--- src/include/can_ident_cfg.svh ---
// Offsets, field positions, reset values and counts of the identifier buffer
`ifndef CAN_IDENT_CFG_SVH
`define CAN_IDENT_CFG_SVH

// Register indices; byte address is four times the index
`define IDX_IDENT_BYTE0 6'h00
`define IDX_IDENT_BYTE1 6'h01
`define IDX_IDENT_BYTE2 6'h02
`define IDX_IDENT_BYTE3 6'h03
`define IDX_RX_BYTE0    6'h04
`define IDX_RX_BYTE3    6'h07
`define IDX_CTRL        6'h08

// Control and status bit positions
`define CTRL_TXE_BIT  0
`define CTRL_RXF_BIT  1
`define CTRL_ARBL_BIT 2
`define CTRL_OVR_BIT  3

// Positions in the packed 32-bit identifier word (byte 0 in bits 31:24)
`define WORD_SRR_BIT     20
`define WORD_IDE_BIT     19
`define WORD_RTR_STD_BIT 20
`define WORD_RTR_EXT_BIT 0

// Serial lengths of the arbitration fields, minus one
`define STD_LAST 6'd12
`define EXT_LAST 6'd31

// Reset values
`define ID_WORD_RESET 32'h0000_0000
`define STATUS_RESET  8'h00

`endif

--- src/include/can_ident_pkg.sv ---
// Types shared by the identifier buffer modules
`default_nettype none
package can_ident_pkg;
    // Transmit serializer states
    typedef enum logic [1:0] {
        TX_IDLE,
        TX_READY,
        TX_SHIFT
    } tx_state_t;
endpackage
`default_nettype wire

--- src/include/ident_fields_if.sv ---
// Unpacked identifier fields passed between the buffer and its codec
`default_nettype none
interface ident_fields_if;
    logic [28:0] id;   // Identifier, 29 or 11 significant bits
    logic        ide;  // Extended format
    logic        srr;  // Substitute remote request
    logic        rtr;  // Remote frame
    modport src (output id, output ide, output srr, output rtr);
    modport snk (input id, input ide, input srr, input rtr);
endinterface
`default_nettype wire

--- src/core/can_ident_buffer.sv ---
// Identifier buffer: APB registers, transmit arbitration serializer, receive store
// What this block does
// - Send 29-bit identifier, most significant bit first
// - Smaller identifier wins bus arbitration
// - Extended layout packs id, SRR, IDE, RTR
// - Standard layout packs 11-bit id, RTR, IDE
// - Received SRR stored exactly as sampled
// - IDE picks 11-bit or 29-bit transmission
// - Received IDE stored to show layout
// - Transmit RTR bit selects remote frame
// - Received RTR captured into receive buffer
//
// Local design decision: the APB slave port.
`include "can_ident_cfg.svh"
`default_nettype none
module can_ident_buffer (
    input  wire logic        i_clk,
    input  wire logic        i_srst,
    input  wire logic        i_psel,
    input  wire logic        i_penable,
    input  wire logic        i_pwrite,
    input  wire logic [7:0]  i_paddr,
    input  wire logic [31:0] i_pwdata,
    output logic      [31:0] o_prdata,
    output logic             o_pready,
    output logic             o_pslverr,
    input  wire logic        i_frame_start,
    input  wire logic        i_bit_tick,
    input  wire logic        i_bus_bit,
    input  wire logic        i_rx_valid,
    input  wire logic [28:0] i_rx_id,
    input  wire logic        i_rx_ide,
    input  wire logic        i_rx_srr,
    input  wire logic        i_rx_rtr,
    output logic             o_tx_bit,
    output logic             o_tx_active,
    output logic      [28:0] o_tx_id,
    output logic             o_tx_ide,
    output logic             o_tx_rtr
);
    // Serializer state
    can_ident_pkg::tx_state_t state_reg;
    can_ident_pkg::tx_state_t state_next;

    logic [31:0] tx_word;       // Transmit identifier bytes, assembled
    logic [31:0] rx_word_reg;   // Receive identifier bytes
    logic [31:0] rx_packed;     // Packed form of the incoming frame
    logic [31:0] shift_reg;     // Bits still to go, next one at the top
    logic [5:0]  bit_cnt_reg;   // Bits left after the current one
    logic        txe_reg;       // Transmit buffer empty
    logic        rxf_reg;       // Receive buffer full
    logic        arbl_reg;      // Arbitration lost, sticky
    logic        ovr_reg;       // Frame dropped while full, sticky
    logic [31:0] prdata_reg;    // Read data captured in setup
    logic [31:0] rd_mux;        // Selected read value

    // Field views shared with the codec
    ident_fields_if tx_if ();
    ident_fields_if rx_if ();

    // APB decode
    wire        setup_ph = i_psel & ~i_penable;
    wire        access   = i_psel & i_penable;
    wire [5:0]  idx      = i_paddr[7:2];
    wire        aligned  = (i_paddr[1:0] == 2'h0);
    wire        mapped   = aligned & (idx <= `IDX_CTRL);
    wire        wr_en    = access & i_pwrite & mapped;
    wire        ctrl_wr  = wr_en & (idx == `IDX_CTRL);
    // Unmapped or misaligned reads return zero rather than the last capture
    wire [31:0] rd_value = mapped ? rd_mux : 32'h0000_0000;

    // Zero wait states; unmapped or misaligned access answers with an error
    // Every access ends in its first access cycle, so no wait logic is needed
    assign o_pready  = 1'b1;
    assign o_pslverr = access & ~mapped;
    assign o_prdata  = prdata_reg;

    // Software commands in the control word
    wire tx_req  = ctrl_wr & i_pwdata[`CTRL_TXE_BIT] & txe_reg;
    wire rx_rel  = ctrl_wr & i_pwdata[`CTRL_RXF_BIT];
    wire arbl_clr = ctrl_wr & i_pwdata[`CTRL_ARBL_BIT];
    wire ovr_clr = ctrl_wr & i_pwdata[`CTRL_OVR_BIT];

    // Serializer events
    wire in_shift = (state_reg == can_ident_pkg::TX_SHIFT);
    wire tx_tick  = in_shift & i_bit_tick;
    // A recessive bit overwritten by a dominant one loses arbitration,
    // so the smaller identifier, dominant earlier, keeps the bus
    wire lost     = tx_tick & shift_reg[31] & ~i_bus_bit;
    wire last_bit = tx_tick & ~lost & (bit_cnt_reg == 6'd0);
    wire rx_store = i_rx_valid & ~rxf_reg;
    wire rx_drop  = i_rx_valid & rxf_reg;

    // Identifier format of the held transmit word sets the length
    wire       tx_ext  = tx_word[`WORD_IDE_BIT];
    wire [5:0] tx_last = tx_ext ? `EXT_LAST : `STD_LAST;

    // Per-byte transmit registers, writable only while the buffer is empty
    // Locking them while a send is pending keeps a retried field intact
    genvar b;
    generate
        for (b = 0; b < 4; b++) begin : g_tx_byte
            logic [7:0] byte_reg;
            wire        byte_wr = wr_en & txe_reg & (idx == 6'(b));
            always_ff @(posedge i_clk) begin
                if (i_srst) begin
                    byte_reg <= 8'h00;
                end else if (byte_wr) begin
                    byte_reg <= i_pwdata[7:0];
                end
            end
            assign tx_word[31 - 8 * b -: 8] = byte_reg;
        end
    endgenerate

    // Frame fields for the codec
    // The engine shows them for one cycle only, together with i_rx_valid
    assign rx_if.id  = i_rx_id;
    assign rx_if.ide = i_rx_ide;
    assign rx_if.srr = i_rx_srr;
    assign rx_if.rtr = i_rx_rtr;

    // Packing and unpacking of the identifier bytes
    can_ident_codec u_codec (
        .i_tx_word (tx_word),
        .tx_fields (tx_if.src),
        .rx_fields (rx_if.snk),
        .o_rx_word (rx_packed)
    );

    // Parallel view of the transmit identifier for the protocol engine
    assign o_tx_id     = tx_if.id;
    assign o_tx_ide    = tx_if.ide;
    assign o_tx_rtr    = tx_if.rtr;
    assign o_tx_bit    = shift_reg[31];
    assign o_tx_active = in_shift;

    // Read selection; receive bytes and status are read-only
    always_comb begin
        rd_mux = 32'h0000_0000;
        if (idx <= `IDX_IDENT_BYTE3) begin
            rd_mux[7:0] = tx_word[31 - 8 * idx[1:0] -: 8];
        end else if (idx <= `IDX_RX_BYTE3) begin
            rd_mux[7:0] = rx_word_reg[31 - 8 * idx[1:0] -: 8];
        end else if (idx == `IDX_CTRL) begin
            rd_mux[`CTRL_TXE_BIT]  = txe_reg;
            rd_mux[`CTRL_RXF_BIT]  = rxf_reg;
            rd_mux[`CTRL_ARBL_BIT] = arbl_reg;
            rd_mux[`CTRL_OVR_BIT]  = ovr_reg;
        end
    end

    // Read data is sampled in setup so it stands through the access phase
    // Capturing a cycle early keeps o_prdata off the address decode path
    always_ff @(posedge i_clk) begin
        if (i_srst) begin
            prdata_reg <= 32'h0000_0000;
        end else if (setup_ph & ~i_pwrite) begin
            prdata_reg <= rd_value;
        end
    end

    // Next serializer state
    always_comb begin
        state_next = state_reg;
        unique case (state_reg)
            can_ident_pkg::TX_IDLE: begin
                if (tx_req) begin
                    state_next = can_ident_pkg::TX_READY;
                end
            end
            can_ident_pkg::TX_READY: begin
                // Waits for the engine to open a frame
                if (i_frame_start) begin
                    state_next = can_ident_pkg::TX_SHIFT;
                end
            end
            can_ident_pkg::TX_SHIFT: begin
                // A loss retries at the next frame start
                if (lost) begin
                    state_next = can_ident_pkg::TX_READY;
                end else if (last_bit) begin
                    state_next = can_ident_pkg::TX_IDLE;
                end
            end
            default: begin
                // The unused code recovers to idle
                state_next = can_ident_pkg::TX_IDLE;
            end
        endcase
    end

    // State register
    // Reset drops an armed send; software must request it again
    always_ff @(posedge i_clk) begin
        if (i_srst) begin
            state_reg <= can_ident_pkg::TX_IDLE;
        end else begin
            state_reg <= state_next;
        end
    end

    // Shift register: loaded at frame start, moves one bit per tick
    // Ones fill in from the bottom, so the line is recessive once an extended frame is done; a standard frame leaves word bit 18 at the top
    always_ff @(posedge i_clk) begin
        if (i_srst) begin
            shift_reg   <= `ID_WORD_RESET;
            bit_cnt_reg <= 6'd0;
        end else if (state_reg == can_ident_pkg::TX_READY && i_frame_start) begin
            shift_reg   <= tx_word;
            bit_cnt_reg <= tx_last;
        end else if (tx_tick & ~lost) begin
            shift_reg   <= {shift_reg[30:0], 1'b1};
            bit_cnt_reg <= bit_cnt_reg - 6'd1;
        end
    end

    // Empty flag: cleared by the send request, set when the last bit goes
    // A loss leaves it clear, since the frame is still owed to the bus
    always_ff @(posedge i_clk) begin
        if (i_srst) begin
            txe_reg <= 1'b1;
        end else if (last_bit) begin
            txe_reg <= 1'b1;
        end else if (tx_req) begin
            txe_reg <= 1'b0;
        end
    end

    // Sticky error flags; a new event wins over a clear in the same cycle
    // Software that clears a flag being set again finds it still set
    always_ff @(posedge i_clk) begin
        if (i_srst) begin
            arbl_reg <= 1'b0;
            ovr_reg  <= 1'b0;
        end else begin
            arbl_reg <= lost | (arbl_reg & ~arbl_clr);
            ovr_reg  <= rx_drop | (ovr_reg & ~ovr_clr);
        end
    end

    // Receive store; a full buffer keeps the older frame untouched
    // Unused standard bits are stored as zero; software must not use them
    always_ff @(posedge i_clk) begin
        if (i_srst) begin
            rx_word_reg <= `ID_WORD_RESET;
        end else if (rx_store) begin
            rx_word_reg <= rx_packed;
        end
    end

    // Full flag; a release wins over a frame arriving in the same cycle, which is dropped
    always_ff @(posedge i_clk) begin
        if (i_srst) begin
            rxf_reg <= 1'b0;
        end else begin
            rxf_reg <= rx_store | (rxf_reg & ~rx_rel);
        end
    end

    // Checks of the serializer and the receive packing
    a_shift_order: assert property (@(posedge i_clk) disable iff (i_srst)
        tx_tick && !lost && bit_cnt_reg != 6'd0 |=> o_tx_bit == $past(shift_reg[30]))
        else $error("identifier bit order broken");

    a_arb_priority: assert property (@(posedge i_clk) disable iff (i_srst)
        lost |=> state_reg == can_ident_pkg::TX_READY && arbl_reg && !txe_reg)
        else $error("arbitration loss not handled");

    a_ext_pack: assert property (@(posedge i_clk) disable iff (i_srst)
        rx_store && i_rx_ide |=> rx_word_reg[31:21] == $past(i_rx_id[28:18])
            && rx_word_reg[18:1] == $past(i_rx_id[17:0]))
        else $error("extended identifier packed wrongly");

    a_std_pack: assert property (@(posedge i_clk) disable iff (i_srst)
        rx_store && !i_rx_ide |=> rx_word_reg[31:21] == $past(i_rx_id[10:0]))
        else $error("standard identifier packed wrongly");

    a_srr_stored: assert property (@(posedge i_clk) disable iff (i_srst)
        rx_store && i_rx_ide |=> rx_word_reg[`WORD_SRR_BIT] == $past(i_rx_srr))
        else $error("received SRR not kept");

    a_len_select: assert property (@(posedge i_clk) disable iff (i_srst)
        state_reg == can_ident_pkg::TX_READY && i_frame_start
        |=> bit_cnt_reg == ($past(tx_ext) ? 6'd31 : 6'd12))
        else $error("frame length does not follow IDE");

    a_rx_ide: assert property (@(posedge i_clk) disable iff (i_srst)
        rx_store |=> rx_word_reg[`WORD_IDE_BIT] == $past(i_rx_ide) && rxf_reg)
        else $error("received IDE not kept");

    a_tx_rtr: assert property (@(posedge i_clk) disable iff (i_srst)
        state_reg == can_ident_pkg::TX_READY && i_frame_start && !tx_ext
        |=> shift_reg[`WORD_RTR_STD_BIT] == $past(o_tx_rtr))
        else $error("sent RTR differs from buffer");

    a_rx_rtr: assert property (@(posedge i_clk) disable iff (i_srst)
        rx_store && !i_rx_ide |=> rx_word_reg[`WORD_RTR_STD_BIT] == $past(i_rx_rtr))
        else $error("received RTR not kept");

    a_rx_hold: assert property (@(posedge i_clk) disable iff (i_srst)
        rx_drop |=> $stable(rx_word_reg) && ovr_reg)
        else $error("full receive buffer overwritten");

    // Checks of the extended fields, the frame end and the refusals
    a_ext_rtr_sent: assert property (@(posedge i_clk) disable iff (i_srst)
        state_reg == can_ident_pkg::TX_READY && i_frame_start && tx_ext
        |=> shift_reg[`WORD_RTR_EXT_BIT] == $past(o_tx_rtr))
        else $error("sent extended RTR differs from buffer");

    a_ext_rx_rtr: assert property (@(posedge i_clk) disable iff (i_srst)
        rx_store && i_rx_ide |=> rx_word_reg[`WORD_RTR_EXT_BIT] == $past(i_rx_rtr))
        else $error("received extended RTR not kept");

    a_first_bit: assert property (@(posedge i_clk) disable iff (i_srst)
        state_reg == can_ident_pkg::TX_READY && i_frame_start
        |=> o_tx_active && o_tx_bit == $past(tx_word[31]))
        else $error("first identifier bit not presented");

    a_loss_quiet: assert property (@(posedge i_clk) disable iff (i_srst)
        lost |=> !o_tx_active && $stable(shift_reg))
        else $error("serializer kept driving after a loss");

    a_done_empty: assert property (@(posedge i_clk) disable iff (i_srst)
        last_bit |=> txe_reg && !o_tx_active)
        else $error("finished frame left the buffer busy");

    a_tx_locked: assert property (@(posedge i_clk) disable iff (i_srst)
        wr_en && !txe_reg && idx <= `IDX_IDENT_BYTE3 |=> $stable(tx_word))
        else $error("pending transmit bytes overwritten");

    a_rd_zero: assert property (@(posedge i_clk) disable iff (i_srst)
        setup_ph && !i_pwrite && !mapped |=> o_prdata == 32'h0000_0000)
        else $error("unmapped read returned stale data");

    // Main scenarios
    c_ext_sent: cover property (@(posedge i_clk) disable iff (i_srst)
        last_bit && tx_ext);
    c_std_sent: cover property (@(posedge i_clk) disable iff (i_srst)
        last_bit && !tx_ext);
    c_arb_lost: cover property (@(posedge i_clk) disable iff (i_srst) lost);
    c_rx_ext: cover property (@(posedge i_clk) disable iff (i_srst)
        rx_store && i_rx_ide);
    c_rx_std: cover property (@(posedge i_clk) disable iff (i_srst)
        rx_store && !i_rx_ide);
endmodule
`default_nettype wire

--- src/core/can_ident_codec.sv ---
// Packs and unpacks identifier fields to and from the four-byte layout
`include "can_ident_cfg.svh"
`default_nettype none
module can_ident_codec (
    input  wire logic [31:0] i_tx_word,
    ident_fields_if.src      tx_fields,
    ident_fields_if.snk      rx_fields,
    output logic      [31:0] o_rx_word
);
    // Format of the stored transmit word
    wire tx_ext = i_tx_word[`WORD_IDE_BIT];

    // Unpack: extended takes all 29 bits, standard only byte 0 and top of byte 1
    assign tx_fields.ide = tx_ext;
    assign tx_fields.id  = tx_ext ? {i_tx_word[31:21], i_tx_word[18:1]}
                                  : {18'h0_0000, i_tx_word[31:21]};
    assign tx_fields.srr = tx_ext ? i_tx_word[`WORD_SRR_BIT] : 1'b0;
    assign tx_fields.rtr = tx_ext ? i_tx_word[`WORD_RTR_EXT_BIT]
                                  : i_tx_word[`WORD_RTR_STD_BIT];

    // Pack extended: id[28:18], SRR as sampled, IDE, id[17:0], RTR
    wire [31:0] ext_word = {rx_fields.id[28:18], rx_fields.srr, 1'b1,
                            rx_fields.id[17:0], rx_fields.rtr};
    // Pack standard: id[10:0], RTR, IDE; unused bits left at zero
    wire [31:0] std_word = {rx_fields.id[10:0], rx_fields.rtr, 1'b0,
                            19'h0_0000};

    // Layout chosen by the received IDE bit
    assign o_rx_word = rx_fields.ide ? ext_word : std_word;
endmodule
`default_nettype wire

--- config.mk ---
export PLATFORM = sky130hd
export DESIGN_NAME = can_ident_buffer
export DESIGN_NICKNAME = d
export VERILOG_FILES = /design/src/include/can_ident_pkg.sv /design/src/include/ident_fields_if.sv /design/src/core/can_ident_buffer.sv /design/src/core/can_ident_codec.sv
export VERILOG_INCLUDE_DIRS = /design/src /design/src/include
export SDC_FILE = /design/constraint.sdc
export NUM_CORES = 1
export LEC_CHECK = 0
export BUFFER_PORTS_ARGS = -buffer_cell sky130_fd_sc_hd__buf_4
export CORE_ASPECT_RATIO = 1.4
export CORE_MARGIN = 2
export CORE_UTILIZATION = 55
export CTS_CLUSTER_DIAMETER = 40
export DETAILED_ROUTE_END_ITERATION = 10
export GPL_ROUTABILITY_DRIVEN = 0
export PLACE_DENSITY = 0.9
export SYNTH_ARGS = -nofsm -noshare
export SYNTH_HDL_FRONTEND = slang
export SYNTH_HIERARCHICAL = 1
export SYNTH_SLANG_ARGS = --single-unit
--- constraint.sdc ---
create_clock -name i_clk -period 3.96 [get_ports i_clk]
set_input_delay 0.792 -clock i_clk [delete_from_list [all_inputs] [get_ports i_clk]]
set_output_delay 0.792 -clock i_clk [all_outputs]
set_load 0.05 [all_outputs]
==> flow_metrics.tcl, run 1 <==
set metrics [dict create \
    cts-buffers-inserted 17 \
    finalHoldViolations 0 \
    worst_setup_path_end_kind "output port" \
    finish.instance_area_um2 7153 \
    nets 782 \
    cts.reportedPaths.clkPinSlew_ns 0.06 \
    synth.avg_cell_area_um2 9.587 \
    power.share.switching 0.2396 \
    yosysWarningCount 6 \
    clock_power_share 0.497 \
    finalWorstPathRequiredPeriod_ns 2.840 \
    cts_hold_repair_buffers 0 \
    die_height_um 127.8 \
    setup_viol 0 \
    cts_post_setup_buffers_inserted 0 \
    syn2layout_area_growth_pct 18.81 \
    number_of_max_slew_violations_in_the_final_report 0 \
    max_slew.worst_pin.slew_ns 1.102 \
    core_um2 10750 \
    sink_count 116 \
    power_density_nw_per_um2 400.6 \
    power.ir.vdd_worst_uv 317.1 \
    fin_tns_setup_ns 0 \
    initial_antenna_violation_count 0 \
    timing.critical_path.from "g_tx_byte[1].byte_reg[3]" \
    slew-limit-headroom 0.2654 \
    comb_power_share 0.086 \
    gr-usage-all-layers 0.2591 \
    mappedNetlistArea_um2 6021 \
    vias_per_cell 5.778 \
    final-seq-area_um2 2322 \
    dp_hpwl_um 10540 \
    cts.root.buffer_cell "sky130_fd_sc_hd__clkbuf_16" \
    grt_start_max_net_pins 75 \
    vias 4934 \
    timing.critical_path.required_ns 3.17 \
    tritoncts_clock_tree "yes" \
    synth_cells 628 \
    cp-start-kind "flip-flop" \
    worst_r2r_startpoint "state_reg[0]" \
    floorplan.rows 45 \
    die_w_um 92.43 \
    critical_path_cell_with_the_highest_stage_delay "sky130_fd_sc_hd__dfxtp_1" \
    p_seq_frac 0.417 \
    path_buf_inv 2 \
    grt_pass1_vias 4890 \
    design.die.area_um2 11810 \
    drv_cap 0 \
    route.detailed.wl_per_inst_um 17.80 \
    postCtsResizedCells 0 \
    worst_hold_startpoint "rx_word_reg[30]" \
    worst_hold_path_type "reg -> reg" \
    multi_input_area_um2 3318 \
    critPathMaxFanout 20 \
    final_min_period_over_clock_period 0.7172 \
    max_freq_ghz 0.3521 \
    crit_top_cell "sky130_fd_sc_hd__buf_4" \
    initial_utilization 0.5599 \
    clock_tree.htree_level_count 4 \
    placed_cell_areas_um2 6598 \
    ant_nets 0 \
    leakage_nw 3.085 \
    worst_clock_skew_ns 0.009517 \
    place.port_buffers 98 \
    power.switching_mw 0.6865 \
    post_route_cells_drive_above_1_share 0.2609 \
    drc 0 \
    ios 148 \
    worstPathCellList "buf_4, mux2_4, buf_4" \
    drt-initial-drc-count 339 \
    diodes 0 \
    rsz0062_at_grt "no" \
    globalRoute.totalOverflow 0 \
    cp_top_family "flip-flops" \
    detailedRoute.firstPassIterationCount 5 \
    first_pass_grt_wire_length_um 23940 \
    insertion_delay_ns 0.41 \
    cpPeakStageDelay_ns 0.76 \
    final.fill_count 777 \
    status "finished, final reports clean" \
    setup_cp_type "reg -> out" \
    timing.reg2reg.setup_slack_ns 2.12 \
    cts_max_path_buffers 2 \
    timing.critical_path.arrival_ns 2.05 \
    cellInternalPower_mw 2.179 \
    routed_wl_um 15200 \
]
final timing paths:
| path | to | cells after the start |
|---|---|---|
| setup / recovery | o_tx_id[10] | 3 |
| hold / removal | rx_word_reg[30] | 2 |
| setup reg to reg | shift_reg[24] | 4 |
| hold reg to reg | rx_word_reg[30] | 2 |
power by group through the flow:
stage | logic, mW | clock network (mW) | registers (mW)
after global routing | 0.264 | 1.48 | 1.20
after global placement | 0.239 | 0 | 1.22
after CTS | 0.245 | 1.43 | 1.19
after detailed placement | 0.244 | 0 | 1.22
after floorplan | 0.190 | 0 | 1.22
final | 0.247 | 1.42 | 1.19
metal layers:
layer  vias to the layer above  share of wire  track usage
met3                        34          0.070      0.06702
met2                       238           0.53       0.4672
met4                         0          0.032       0.1255
met1                      2364           0.36       0.2793
li1                       2298              -            -
met5                         -              0            0
stage by stage:
stage               hold WS (ns)  setup WS [ns]    util  total power, mW  std cells
floorplan                 0.4331          1.087       -            1.407        651
global placement          0.4393          1.429  0.6135            1.456        822
detailed placement        0.4475          1.404  0.6135            1.462        822
CTS                       0.4533          1.138  0.6652            2.873        854
global route              0.4695          1.046  0.6652            2.941        854
finish                    0.4549          1.120  0.6652            2.866        854
tightest hold or removal path, stage by stage, from the launching register on:
cell                      delay [ns]
sky130_fd_sc_hd__dfxtp_1        0.30
sky130_fd_sc_hd__nand2_1        0.05
sky130_fd_sc_hd__a21oi_1        0.05
area by class of cell:
class | count | area share
clock buffers | 22 | 0.06629
inverters | 4 | 0.002099
clock inverters | 10 | 0.01137
flip-flops and latches | 116 | 0.3246
well taps | 141 | 0.02466
multi-input cells | 459 | 0.4639
repair buffers | 102 | 0.1070
cell usage in the layout, fill, tap and decap left out, types with 9 or more instances in the layout:
cell / instances
sky130_fd_sc_hd__nor2_1: 74
sky130_fd_sc_hd__nor2b_1: 9
sky130_fd_sc_hd__clkbuf_16: 17
sky130_fd_sc_hd__conb_1: 25
sky130_fd_sc_hd__a211oi_1: 32
sky130_fd_sc_hd__mux4_2: 16
sky130_fd_sc_hd__dfxtp_1: 116
sky130_fd_sc_hd__a21oi_1: 38
sky130_fd_sc_hd__and2_1: 38
sky130_fd_sc_hd__buf_4: 102
sky130_fd_sc_hd__mux2i_1: 64
sky130_fd_sc_hd__nand2_1: 71
sky130_fd_sc_hd__mux2_4: 22
Power figures use the tool's default switching activity.
==> run 2: changes to the inputs <==
- CORE_UTILIZATION: 55 -> 54
- PLACE_DENSITY: 0.9 -> 0.89
- clock period: 3.96 -> 2.7 ns (I/O delays scaled with it)
==> run 2 against run 1 <==
Sequential power increased by 47%. Power grew 57%. Register-to-register slack worse by 1.3 ns. Routed wire length is 1.9% higher. Critical path depth unchanged. Clock skew fell by 0.0049 ns. Sequential cell count unchanged. Die area grew 1.8%. Critical path type unchanged.
==> flow_metrics.tcl, run 2 (same netlist as run 1, synthesis figures left out) <==
set metrics [dict create \
    status "finished, final reports clean" \
    critPathMaxFanout 30 \
    post_route_cells_drive_above_1_share 0.2636 \
    floorplan.rows 45 \
    final_min_period_over_clock_period 0.8362 \
    initial_utilization 0.5541 \
    post-layout-total-power_mw 4.495 \
    syn2layout_area_growth_pct 20.72 \
    cts-buffers-inserted 17 \
    rsz0062_at_grt "no" \
    reg2reg_to "shift_reg[9]" \
    detailedRoute.firstPassIterationCount 5 \
    number_of_max_slew_violations_in_the_final_report 0 \
    timing.critical_path.from "g_tx_byte[1].byte_reg[3]" \
    multi_input_area_um2 3318 \
    dp_hpwl_um 10660 \
    tritoncts_clock_tree "yes" \
    die_w_um 93.24 \
    routed_wl_um 15490 \
    first_pass_grt_wire_length_um 24500 \
    core_um2 10870 \
    cts_max_path_buffers 2 \
    initial_antenna_violation_count 0 \
    max_freq_ghz 0.4429 \
    cts_post_setup_buffers_inserted 0 \
    ant_nets 0 \
    drt-initial-drc-count 283 \
    comb_power_share 0.081 \
    max_slew.worst_pin.slew_ns 0.6883 \
    worst_hold_path_type "in -> reg" \
    route.detailed.wl_per_inst_um 18.05 \
    diodes 0 \
    cp-start-kind "flip-flop" \
    vias_per_cell 5.752 \
    ios 148 \
    worstPathCellList "buf_12, mux2_2, buf_4" \
    clock_tree.htree_level_count 4 \
    postCtsResizedCells 0 \
    die_height_um 128.9 \
    sink_count 116 \
    setup_cp_type "reg -> out" \
    leakage_nw 3.131 \
    cpPeakStageDelay_ns 0.52 \
    power.ir.vdd_worst_uv 385.0 \
    slew-limit-headroom 0.5412 \
    cts.root.buffer_cell "sky130_fd_sc_hd__clkbuf_16" \
    layout.cells.most_common "sky130_fd_sc_hd__dfxtp_1" \
    nets 786 \
    cts.reportedPaths.clkPinSlew_ns 0.05 \
    power.share.switching 0.2246 \
    place.port_buffers 98 \
    timing.critical_path.arrival_ns 1.72 \
    grt_start_max_net_pins 60 \
    power_density_nw_per_um2 618.4 \
    vias 4935 \
    globalRoute.totalOverflow 0 \
    design.die.area_um2 12020 \
    power.switching_mw 1.010 \
    critical_path_cell_with_the_highest_stage_delay "sky130_fd_sc_hd__dfxtp_1" \
    drc 0 \
    grt_pass1_vias 4946 \
    insertion_delay_ns 0.41 \
    final-seq-area_um2 2322 \
    setup_viol 0 \
    layout.cells.most_common_list "sky130_fd_sc_hd__dfxtp_1 (116), sky130_fd_sc_hd__buf_4 (105), sky130_fd_sc_hd__nor2_1 (74), sky130_fd_sc_hd__nand2_1 (71), sky130_fd_sc_hd__mux2i_1 (64)" \
    finalWorstPathRequiredPeriod_ns 2.258 \
    gr-usage-all-layers 0.2634 \
    cp-endpoint "o_tx_rtr" \
    fin_tns_setup_ns 0 \
    clock_power_share 0.529 \
    worst_r2r_startpoint "state_reg[1]" \
    final.fill_count 790 \
    finalHoldViolations 0 \
    p_seq_frac 0.390 \
    timing.reg2reg.worst_path_depth 4 \
    cellInternalPower_mw 3.485 \
    worst_clock_skew_ns 0.004603 \
    timing.reg2reg.setup_slack_ns 0.82 \
    worst_setup_path_end_kind "output port" \
    drv_cap 0 \
    cts_hold_repair_buffers 0 \
    timing.critical_path.required_ns 2.16 \
]
[run 2: layer usage]
layer	track usage	up-vias	wire, um
met5	0	-	0
met4	0.1289	0	503
met1	0.2810	2360	5640
met2	0.4791	225	8286
met3	0.06557	44	1058
li1	-	2306	-
[run 2: worst max-delay path, delay by kind of cell (launching register included)]
family                 cells  cell delay (ns)
DFF                        1             0.52
buffers and inverters      2             0.42
muxes                      1             0.36
[run 2: stage by stage]
| stage | area [um^2] | setup WS (ns) | utilization | hold slack, ns | cells |
|---|---|---|---|---|---|
| finish | 7268 | 0.4423 | 0.6689 | 0.4099 | 858 |
| global placement | 6640 | 0.5925 | 0.6111 | 0.4418 | 826 |
| CTS | 7268 | 0.4566 | 0.6689 | 0.3929 | 858 |
| global route | 7268 | 0.4277 | 0.6689 | 0.4038 | 858 |
| floorplan | 6107 | 0.3311 | - | 0.4331 | 651 |
| detailed placement | 6640 | 0.5325 | 0.6111 | 0.4465 | 826 |
[run 2: power groups by stage]
stage | clock, mW | combinational, mW | sequential, mW
2_1_floorplan | 0 | 0.279 | 1.78
3_3_place_gp | 0 | 0.353 | 1.79
3_5_place_dp | 0 | 0.361 | 1.79
4_1_cts | 2.39 | 0.363 | 1.75
5_1_grt | 2.46 | 0.392 | 1.75
6_report | 2.38 | 0.366 | 1.75
[run 2: worst min path at each step]
stage | startpoint | to | slack (ns) | cells after the start
6_report | i_pwdata[6] | g_tx_byte[2].byte_reg[6] | 0.41 | 3
5_1_grt | i_pwdata[6] | g_tx_byte[2].byte_reg[6] | 0.40 | 3
4_1_cts | i_pwdata[5] | g_tx_byte[0].byte_reg[5] | 0.39 | 3
3_5_place_dp | rx_word_reg[8] | rx_word_reg[8] | 0.45 | 2
3_3_place_gp | rx_word_reg[28] | rx_word_reg[28] | 0.44 | 2
2_1_floorplan | rx_word_reg[10] | rx_word_reg[10] | 0.43 | 2
[run 2: final cells by class]
type / instances / area share
clock buffer: 23 / 0.06576
clock inverter: 9 / 0.02066
inverter: 4 / 0.002066
multi-input combinational: 459 / 0.4565
sequential: 116 / 0.3195
tap: 141 / 0.02427
timing repair buffer: 106 / 0.1112
